$ cat src/verilog/nsync_defines.svh
`ifndef NSYNC_DEFINES_SVH
`define NSYNC_DEFINES_SVH

// ==========================================================================
// Register indices (byte address is four times the index)
// ==========================================================================
`define NSYNC_IDX_OSC_CONTROL      12'h0300
`define NSYNC_IDX_SYNC_SOURCE_CFG  12'h0302
`define NSYNC_IDX_ACCUM_RESET_MASK 12'h0303
`define NSYNC_IDX_SOFT_TRIGGER     12'h0304
`define NSYNC_IDX_SYNC_STATUS      12'h0306

// ==========================================================================
// Reset values
// ==========================================================================
`define NSYNC_RST_OSC_CONTROL      8'h00
`define NSYNC_RST_SYNC_SOURCE_CFG  8'h00
`define NSYNC_RST_ACCUM_RESET_MASK 8'h0f
`define NSYNC_RST_SOFT_TRIGGER     8'h00

// ==========================================================================
// Field positions
// ==========================================================================
`define NSYNC_FAST_RECONFIG_ENABLE_BIT 7
`define NSYNC_SYNC_SOURCE_SELECT_LSB   0
`define NSYNC_SOFT_TRIGGER_BIT         0
`define NSYNC_STATUS_ARMED_BIT         0
`define NSYNC_STATUS_MARKER_WAIT_BIT   1
`define NSYNC_STATUS_FAST_SELECT_BIT   2

// ==========================================================================
// Marker timing, in samples
// ==========================================================================
`define NSYNC_MARKER_LOW_MIN   4
`define NSYNC_MARKER_HIGH_RUN  4

`endif

$ cat src/verilog/nsync_pkg.sv
`default_nettype none

package nsync_pkg;

    typedef enum logic [1:0] {
        NSYNC_SRC_IMMEDIATE   = 2'b00,
        NSYNC_SRC_NEXT_SYSREF = 2'b01,
        NSYNC_SRC_EACH_SYSREF = 2'b10,
        NSYNC_SRC_LSB_MARKER  = 2'b11
    } nsync_source_e;

endpackage : nsync_pkg

`default_nettype wire

$ cat src/verilog/nsync_edge_sync.sv
`timescale 1ns/10ps
`default_nettype none

module nsync_edge_sync
#(
    parameter logic RESET_LEVEL = 1'b0
)
(
    input  wire logic clk_i,
    input  wire logic arst_n_i,
    input  wire logic sig_i,
    output logic      level_o,
    output logic      rise_o
);

    logic meta;
    logic stable;
    logic last;

    always_ff @(posedge clk_i or negedge arst_n_i)
    begin
        if (!arst_n_i)
        begin
            meta   <= RESET_LEVEL;
            stable <= RESET_LEVEL;
            last   <= RESET_LEVEL;
        end
        else
        begin
            meta   <= sig_i;
            stable <= meta;
            last   <= stable;
        end
    end

    assign level_o = stable;
    assign rise_o  = stable & ~last;

endmodule : nsync_edge_sync

`default_nettype wire

$ cat src/verilog/nsync_marker_detect.sv
`timescale 1ns/10ps
`default_nettype none

`include "nsync_defines.svh"

module nsync_marker_detect
(
    input  wire logic clk_i,
    input  wire logic arst_n_i,
    input  wire logic enable_i,
    input  wire logic valid_i,
    input  wire logic lsb_i,
    output logic      hit_o
);

    logic [2:0] low_cnt;
    logic [2:0] high_cnt;
    logic [2:0] next_low_cnt;
    logic [2:0] next_high_cnt;

    wire  low_done = (low_cnt >= 3'(`NSYNC_MARKER_LOW_MIN));
    wire  last_high = (high_cnt == 3'(`NSYNC_MARKER_HIGH_RUN - 1));

    // Hit on the fourth high sample itself, same cycle
    assign hit_o = enable_i & valid_i & lsb_i & low_done & last_high;

    always_comb
    begin
        next_low_cnt  = low_cnt;
        next_high_cnt = high_cnt;
        if (!enable_i || hit_o)
        begin
            next_low_cnt  = 3'h0;
            next_high_cnt = 3'h0;
        end
        else if (valid_i && !lsb_i)
        begin
            next_high_cnt = 3'h0;
            if (high_cnt != 3'h0)
                next_low_cnt = 3'h1;
            else if (!low_done)
                next_low_cnt = low_cnt + 3'h1;
        end
        else if (valid_i && lsb_i)
        begin
            if (low_done)
                next_high_cnt = high_cnt + 3'h1;
            else
                next_low_cnt = 3'h0;
        end
    end

    always_ff @(posedge clk_i or negedge arst_n_i)
    begin
        if (!arst_n_i)
        begin
            low_cnt  <= 3'h0;
            high_cnt <= 3'h0;
        end
        else
        begin
            low_cnt  <= next_low_cnt;
            high_cnt <= next_high_cnt;
        end
    end

endmodule : nsync_marker_detect

`default_nettype wire

$ cat src/verilog/nsync_trigger.sv
// Operation
// (RULE1) Normal mode: event applies masked resets and pending dither, frequency, phase.
// (RULE2) Source 0, normal: trigger bit set fires all events in one cycle.
// (RULE3) Source 1, normal: trigger bit set arms one event at next SYSREF rise.
// (RULE4) Source 2, normal: event on every SYSREF rise while trigger bit high.
// (RULE5) Source 3, trigger high: detect four lows then four highs on I LSb.
// (RULE6) Marker event coincides with the fourth high sample at the input.
// (RULE7) Fast mode: events apply fast reset mask and fast oscillator values.
// (RULE8) Fast mode, source 0, sync flag: events at chip select rising edge.
// (RULE9) Fast mode, source 3, sync flag: after chip select rise, await marker.
// (RULE10) While awaiting fast-mode marker, the I LSb is forced to zero.
// (RULE11) After the fourth high marker sample the LSb is data again.
// (RULE12) Host changes source select only with trigger low, fast port idle.
// (RULE13) Accumulator reset mask resets to low four bits set.
// (RULE14) Fast enable selects fast registers over normal oscillator settings.
// (RULE15) Writing one over zero fires bound events; read returns last write.
// (RULE16) Each set mask bit resets its oscillator accumulator on every event.
// (RULE17) Fast mode, source 1 or 2: no events at all.
//
// Implementation choice: the APB interface to the registers.
`timescale 1ns/10ps
`default_nettype none

`include "nsync_defines.svh"

module nsync_trigger
#(
    parameter int NUM_OSC      = 4,
    parameter int SAMPLE_WIDTH = 16
)
(
    input  wire logic                    CLK_SYS_I,
    input  wire logic                    ARST_N_I,
    input  wire logic                    PSEL_I,
    input  wire logic                    PENABLE_I,
    input  wire logic                    PWRITE_I,
    input  wire logic [11:0]             PADDR_I,
    input  wire logic [31:0]             PWDATA_I,
    output logic      [31:0]             PRDATA_O,
    output logic                         PREADY_O,
    output logic                         PSLVERR_O,
    input  wire logic                    SYSREF_I,
    input  wire logic                    FAST_PORT_CHIP_SELECT_I,
    input  wire logic                    FAST_SYNC_FLAG_I,
    input  wire logic [NUM_OSC-1:0]      FAST_ACCUM_RESET_MASK_I,
    input  wire logic                    SAMPLE_VALID_I,
    input  wire logic [SAMPLE_WIDTH-1:0] SAMPLE_I,
    output logic                         SAMPLE_VALID_O,
    output logic      [SAMPLE_WIDTH-1:0] SAMPLE_O,
    output logic                         SYNC_EVENT_O,
    output logic      [NUM_OSC-1:0]      ACCUM_RESET_O,
    output logic                         FAST_SELECT_O
);

    // ======================================================================
    // Elaboration checks
    // ======================================================================
    if (NUM_OSC < 1 || NUM_OSC > 4)
    begin : g_bad_osc
        $error("NUM_OSC must lie between 1 and 4");
    end
    if (SAMPLE_WIDTH < 2)
    begin : g_bad_width
        $error("SAMPLE_WIDTH must be at least 2");
    end

    // ======================================================================
    // Helpers
    // ======================================================================
    function automatic logic [11:0] byte_addr(input logic [11:0] idx);
        byte_addr = 12'(idx << 2);
    endfunction : byte_addr

    function automatic logic [31:0] widen(input logic [7:0] val);
        widen = {24'h0000_00, val};
    endfunction : widen

    // ======================================================================
    // Register storage
    // ======================================================================
    logic [7:0] osc_control;
    logic [7:0] oscillator_sync_source_config;
    logic [7:0] oscillator_accumulator_reset_mask;
    logic [7:0] soft_trigger;

    // ======================================================================
    // Synchronised pins
    // ======================================================================
    logic sysref_rise;
    logic cs_rise;

    nsync_edge_sync u_sysref_sync
    (
        .clk_i    (CLK_SYS_I),
        .arst_n_i (ARST_N_I),
        .sig_i    (SYSREF_I),
        .level_o  (),
        .rise_o   (sysref_rise)
    );

    nsync_edge_sync #(.RESET_LEVEL(1'b1)) u_cs_sync
    (
        .clk_i    (CLK_SYS_I),
        .arst_n_i (ARST_N_I),
        .sig_i    (FAST_PORT_CHIP_SELECT_I),
        .level_o  (),
        .rise_o   (cs_rise)
    );

    // ======================================================================
    // APB decode
    // ======================================================================
    wire setup_phase = PSEL_I & ~PENABLE_I;
    wire write_take  = PSEL_I & PENABLE_I & PREADY_O & PWRITE_I;

    wire hit_ctrl   = (PADDR_I == byte_addr(`NSYNC_IDX_OSC_CONTROL));
    wire hit_src    = (PADDR_I == byte_addr(`NSYNC_IDX_SYNC_SOURCE_CFG));
    wire hit_mask   = (PADDR_I == byte_addr(`NSYNC_IDX_ACCUM_RESET_MASK));
    wire hit_trig   = (PADDR_I == byte_addr(`NSYNC_IDX_SOFT_TRIGGER));
    wire hit_status = (PADDR_I == byte_addr(`NSYNC_IDX_SYNC_STATUS));
    wire hit_any    = hit_ctrl | hit_src | hit_mask | hit_trig | hit_status;

    wire wr_ctrl = write_take & hit_ctrl;
    wire wr_src  = write_take & hit_src;
    wire wr_mask = write_take & hit_mask;
    wire wr_trig = write_take & hit_trig;

    // ======================================================================
    // Mode decode
    // ======================================================================
    wire fast_en = osc_control[`NSYNC_FAST_RECONFIG_ENABLE_BIT];
    wire trig_bit = soft_trigger[`NSYNC_SOFT_TRIGGER_BIT];

    nsync_pkg::nsync_source_e sync_source_select;
    assign sync_source_select = nsync_pkg::nsync_source_e'(
        oscillator_sync_source_config[`NSYNC_SYNC_SOURCE_SELECT_LSB +: 2]);

    wire src_imm  = (sync_source_select == nsync_pkg::NSYNC_SRC_IMMEDIATE);
    wire src_next = (sync_source_select == nsync_pkg::NSYNC_SRC_NEXT_SYSREF);
    wire src_each = (sync_source_select == nsync_pkg::NSYNC_SRC_EACH_SYSREF);
    wire src_mark = (sync_source_select == nsync_pkg::NSYNC_SRC_LSB_MARKER);

    // Rising write of the trigger bit
    wire trig_set = wr_trig & PWDATA_I[`NSYNC_SOFT_TRIGGER_BIT] & ~trig_bit; // (RULE15)

    // ======================================================================
    // Event sources
    // ======================================================================
    logic armed;
    logic fast_wait;
    logic marker_hit;

    wire norm_imm  = ~fast_en & src_imm & trig_set;                 // (RULE2)
    wire norm_next = ~fast_en & src_next & armed & sysref_rise;     // (RULE3)
    wire norm_each = ~fast_en & src_each & trig_bit & sysref_rise;  // (RULE4)
    wire norm_mark = ~fast_en & src_mark & trig_bit & marker_hit;   // (RULE5) (RULE6)

    // Flag is qualified on the chip select rise, fast port then idle
    wire fast_start = fast_en & cs_rise & FAST_SYNC_FLAG_I;
    wire fast_imm   = fast_start & src_imm;                         // (RULE8)
    wire fast_mark  = fast_wait & marker_hit;                       // (RULE9)
    // Codes 1 and 2 contribute no term in fast mode                // (RULE17)

    wire any_event = norm_imm | norm_next | norm_each | norm_mark
                   | fast_imm | fast_mark;

    wire marker_enable = (~fast_en & src_mark & trig_bit) | fast_wait; // (RULE5)

    // Mask source follows the fast enable
    wire [NUM_OSC-1:0] sel_mask = fast_en
        ? FAST_ACCUM_RESET_MASK_I                                   // (RULE7)
        : oscillator_accumulator_reset_mask[NUM_OSC-1:0];           // (RULE1)

    wire [SAMPLE_WIDTH-1:0] sample_fwd =
        {SAMPLE_I[SAMPLE_WIDTH-1:1], SAMPLE_I[0] & ~fast_wait};     // (RULE10)

    nsync_marker_detect u_marker
    (
        .clk_i    (CLK_SYS_I),
        .arst_n_i (ARST_N_I),
        .enable_i (marker_enable),
        .valid_i  (SAMPLE_VALID_I),
        .lsb_i    (SAMPLE_I[0]),
        .hit_o    (marker_hit)
    );

    // ======================================================================
    // Read mux
    // ======================================================================
    wire [7:0] status_byte = {5'h00, fast_en, fast_wait, armed};

    wire [31:0] read_word =
        hit_ctrl   ? widen(osc_control) :
        hit_src    ? widen(oscillator_sync_source_config) :
        hit_mask   ? widen(oscillator_accumulator_reset_mask) :
        hit_trig   ? widen(soft_trigger) :                          // (RULE15)
        hit_status ? widen(status_byte) :
                     32'h0000_0000;

    // ======================================================================
    // APB response
    // ======================================================================
    always_ff @(posedge CLK_SYS_I or negedge ARST_N_I)
    begin
        if (!ARST_N_I)
        begin
            PREADY_O  <= 1'b0;
            PSLVERR_O <= 1'b0;
            PRDATA_O  <= 32'h0000_0000;
        end
        else
        begin
            PREADY_O  <= setup_phase;
            PSLVERR_O <= setup_phase & ~hit_any;
            PRDATA_O  <= setup_phase ? read_word : 32'h0000_0000;
        end
    end

    // ======================================================================
    // Configuration registers
    // ======================================================================
    always_ff @(posedge CLK_SYS_I or negedge ARST_N_I)
    begin
        if (!ARST_N_I)
        begin
            osc_control                       <= `NSYNC_RST_OSC_CONTROL;
            oscillator_sync_source_config     <= `NSYNC_RST_SYNC_SOURCE_CFG;
            oscillator_accumulator_reset_mask <= `NSYNC_RST_ACCUM_RESET_MASK; // (RULE13)
            soft_trigger                      <= `NSYNC_RST_SOFT_TRIGGER;
        end
        else
        begin
            if (wr_ctrl)
                osc_control <= PWDATA_I[7:0];
            // Source may only change with trigger low and port idle  // (RULE12)
            if (wr_src)
                oscillator_sync_source_config <= PWDATA_I[7:0];
            if (wr_mask)
                oscillator_accumulator_reset_mask <= PWDATA_I[7:0];
            if (wr_trig)
                soft_trigger <= PWDATA_I[7:0];                      // (RULE15)
        end
    end

    // ======================================================================
    // One-shot arm for next SYSREF edge
    // ======================================================================
    always_ff @(posedge CLK_SYS_I or negedge ARST_N_I)
    begin
        if (!ARST_N_I)
            armed <= 1'b0;
        else if (fast_en || !src_next)
            armed <= 1'b0;
        else if (trig_set)
            armed <= 1'b1;                                          // (RULE3)
        else if (norm_next)
            armed <= 1'b0;
    end

    // ======================================================================
    // Fast-mode marker wait
    // ======================================================================
    always_ff @(posedge CLK_SYS_I or negedge ARST_N_I)
    begin
        if (!ARST_N_I)
            fast_wait <= 1'b0;
        else if (!fast_en || !src_mark)
            fast_wait <= 1'b0;
        else if (fast_start)
            fast_wait <= 1'b1;                                      // (RULE9)
        else if (marker_hit)
            fast_wait <= 1'b0;                                      // (RULE11)
    end

    // ======================================================================
    // Outputs: event, resets and sample path share one register stage
    // ======================================================================
    always_ff @(posedge CLK_SYS_I or negedge ARST_N_I)
    begin
        if (!ARST_N_I)
        begin
            SYNC_EVENT_O   <= 1'b0;
            ACCUM_RESET_O  <= '0;
            FAST_SELECT_O  <= 1'b0;
            SAMPLE_VALID_O <= 1'b0;
            SAMPLE_O       <= '0;
        end
        else
        begin
            SYNC_EVENT_O   <= any_event;                            // (RULE1)
            ACCUM_RESET_O  <= any_event ? sel_mask : '0;            // (RULE16)
            FAST_SELECT_O  <= fast_en;                              // (RULE14)
            SAMPLE_VALID_O <= SAMPLE_VALID_I;
            SAMPLE_O       <= sample_fwd;                           // (RULE6)
        end
    end

endmodule : nsync_trigger

`default_nettype wire

$ cat config.mk
export PLATFORM = sky130hd
export DESIGN_NAME = nsync_trigger
export DESIGN_NICKNAME = d
export VERILOG_FILES = /design/src/verilog/nsync_pkg.sv /design/src/verilog/nsync_edge_sync.sv /design/src/verilog/nsync_marker_detect.sv /design/src/verilog/nsync_trigger.sv
export VERILOG_INCLUDE_DIRS = /design/src /design/src/verilog
export SDC_FILE = /design/constraint.sdc
export NUM_CORES = 1
export LEC_CHECK = 0
export BUFFER_PORTS_ARGS = -buffer_cell sky130_fd_sc_hd__buf_2
export CORE_AREA = 10 10 95 97
export DETAILED_ROUTE_END_ITERATION = 8
export DIE_AREA = 0 0 105 107
export GPL_ROUTABILITY_DRIVEN = 0
export PLACE_DENSITY = 0.86
export SLEW_MARGIN = 20
export SYNTH_ARGS = -nofsm -noshare
export SYNTH_HDL_FRONTEND = slang
export SYNTH_SLANG_ARGS = --single-unit
$ cat constraint.sdc
create_clock -name CLK_SYS_I -period 2.25 [get_ports CLK_SYS_I]
set_clock_uncertainty 0.05 [all_clocks]
set_input_delay 0.1125 -clock CLK_SYS_I [delete_from_list [all_inputs] [get_ports CLK_SYS_I]]
set_output_delay 0.1125 -clock CLK_SYS_I [all_outputs]
set_load 0.1 [all_outputs]
==> results.md <==
- Pin count of the biggest net entering global routing: 80
- FFs w/ async S/R, synth: 1.00
- NumNets Final: ~460
- ANT nets after route: 0
- Met3 Routed Length: a little under 800 microns
- R2R Path Start: u_marker.high_cnt[0]
- Clock Tree Root: clkbuf_8
- Status: completed
- CTS sink cnt: 79
- Multi-input gate area: 1290 sq um
- Cell variety after synth: 40
- Hold Path Class: primary input to register
- Max_slew headroom: 0.348
- Setup crit start kind: register
- Crit-path cells: inv_1 > ha_1 > nor3b_1 > o21ai_0 > a21oi_1 > mux2i_1
- Synthesis-to-finish area growth: 27.5%
- RSZ-0062 raised after global routing: no
- Final wirelength: approximately 8400 microns
- Die height: around 110 microns
- Top cell type's share of synthesized area: 0.525
- EDFF count, synth: 0
- Tmin final: ~1.8 ns
- Total Neg Setup Slack: 0 ns
- DRT Pass-1 Iters: 4
- CP delay by family, top: compound AO/OA/AOI/OAI gates
- Final WS setup: around 0.44 ns
- PD cells: between 700 and 800 nW/um^2
- Reported leakage power: about 2.2 nW
- Avg WL per Cell: roughly 17 microns
- CP endpoint kind: register
- Main synth FF type: dfrtp_1
- H-Tree Depth: 3
- Global-route wire length before repair: 13300 microns
- Iteration-0 DRC Markers: between 100 and 150
- GRT overflow: 0
- Initial core utilization: 0.481
- Postcts setup bufs: 0
- Final hold violation count: 0
- Max VDD drop: between 400 and 500 uV
- Mapped Cells: between 200 and 300
- Leading area contributor after synthesis: dfrtp_1
- TritonCTS clock tree: yes
- Worst slack, placed: 0.402 ns
- Antenna diodes: 0
- Crit. Startpoint: u_marker.high_cnt[0]
- Chip width: roughly 110 microns
- Fmax: 551 MHz
- Placed cell count: 448
- Remaining DRCs: 0
- Fin Hold WS: 0.00815 ns
- Synth area leaders: dfrtp_1, mux2_2, dfstp_2
- Util after Layout: 0.613
- Vias in the first global route: between 2000 and 3000
- Met1 WL: ~3200 microns
- Slew at the pin closest to its max-slew limit: 0.978 ns
- Synth Cell Area: 3430 sq um
- Vias per Instance: between 5 and 6
- Detail Placement HPWL: about 6000 microns
- CP required: about 2.5 ns
- FILL cells: slightly below 600
- Top Metal Used: met5
- Max Cap Viol: 0
- I/O Buffers: 81
- Min-Delay Startpoint: PWDATA_I[2]
- Avg Cell Area, Syn: 12.7 sq um
- Slowest cell on the critical path: dfrtp_1
- Final Setup Violations: 0
- Worst stage delay on the critical path: slightly below 0.4 ns
- Synth Register Bits: just under 80
- Count leader, synth: dfrtp_1
- Share of cells above drive strength 1: 0.366
- Worst Path Class, Setup: register to register
- Die Area: 11200 sq um
- Tcrit/Tclk final: 0.806
- Num ports: 130
- Register area: 1990 sq um
- Latest clock arrival within the worst-skew pair: roughly 0.33 ns
- Seq/Total Area, Yosys: 0.579
- WP data arrival: 2.02 ns
- Antenna violations before repair: 1
- Via count: 2509
- Top cells by count, synth: dfrtp_1, mux2_2, buf_4
- FP Rows: 31
- Core area: between 7000 and 8000 sq um
- CP Max Fanout: 3
- Worst-path clk slew: ~0.080 ns
- R2r setup slk: roughly 0.44 ns
- Synthesis Warnings: 0
- Total GRT Usage: 0.146
- Worst Path Buf+Inv: 1
- Routed wl met2: about 4300 microns
- Bufs on Longest Clock Path: 2
- CTS Buf Count: 9
- Post-route insts no fill: 490
- Pins Over Slew Limit: 0
[cells by family after synthesis]
kind of cell             share of synthesized area
other                                      0.00109
AND/OR/NAND/NOR                              0.119
adder cells (fa/ha/maj)                     0.0182
multiplexers                                 0.135
AO/OA/AOI/OAI                               0.0781
flip-flops                                   0.579
buffers and inverters                       0.0700
[flip-flops by register name, indices dropped and copies added, names as in the netlist, 3 cells and up]
signal                             count
u_marker.high_cnt                      3
ACCUM_RESET_O                          4
SAMPLE_O                              16
oscillator_accumulator_reset_mask      8
oscillator_sync_source_config          8
u_marker.low_cnt                       3
osc_control                            8
PRDATA_O                               8
soft_trigger                           8
[worst register-to-register path, stage by stage (launching register included)]
cell and delay [ns]:
dfrtp_1 0.39, inv_1 0.08, ha_1 0.17, nor3b_1 0.29, o21ai_0 0.15, a21oi_1 0.33
mux2i_1 0.26
[placed cells by master, fill, tap and decap left out, types with 3 or more instances in the layout]
cell type / Yosys / layout
ha_1: 5 / 5
nand2b_1: 5 / 5
nand4_1: 8 / 8
o2bb2ai_1: 6 / 6
mux2i_1: 9 / 9
mux2_1: 4 / 4
dlygate4sd3_1: 0 / 26
buf_4: 24 / 6
nor2_1: 14 / 14
clkbuf_8: 0 / 10
mux2_2: 29 / 29
conb_1: 1 / 24
nor2b_1: 10 / 10
dfrtp_1: 72 / 71
a22oi_1: 5 / 5
nor3_1: 9 / 9
dfstp_2: 7 / 7
inv_1: 10 / 10
a21oi_1: 9 / 9
nand3_1: 3 / 3
buf_2: 0 / 80
nand2_1: 5 / 5
[power by group]
part           internal [mW]  switching, mW
clock                  0.658          0.505
combinational         0.0889          0.402
sequential              1.44        0.00735
[cell type report]
cell class,instances,area share
inverter,11,0.00944
clock buffer,11,0.0323
timing repair buffer,112,0.161
clock inverter,5,0.0189
tap,99,0.0283
multi-input combinational,173,0.295
sequential,79,0.454
[metal layers]
layer / vias to the layer above / GRT usage
li1: 1147 / -
met2: 117 / 0.246
met1: 1226 / 0.166
met3: 17 / 0.0527
met5: - / 0
met4: 2 / 0.0598
[path summary, 6_finish.rpt]
path | to | cells after the start
min in group asynchronous | SAMPLE_O[7] | 2
max in group asynchronous | PREADY_O | 2
worst min register to register | u_sysref_sync.level_o | 0
worst max register to register | u_marker.low_cnt[0] | 6
worst max-delay path | u_marker.low_cnt[0] | 6
worst min-delay path | oscillator_accumulator_reset_mask[2] | 2
[through the flow]
stage	power, mW	instance area, sq um
2_1_floorplan	1.85	3520
3_3_place_gp	1.93	3890
3_5_place_dp	1.93	3890
4_1_cts	3.12	4370
5_1_grt	3.22	4370
6_report	3.10	4370
[what timing repair did]
action,CTS,global route
hold endpoints to repair,103,0
hold buffers,26,0
gates resized for setup,0,0
(Power assumes the default switching activity.)
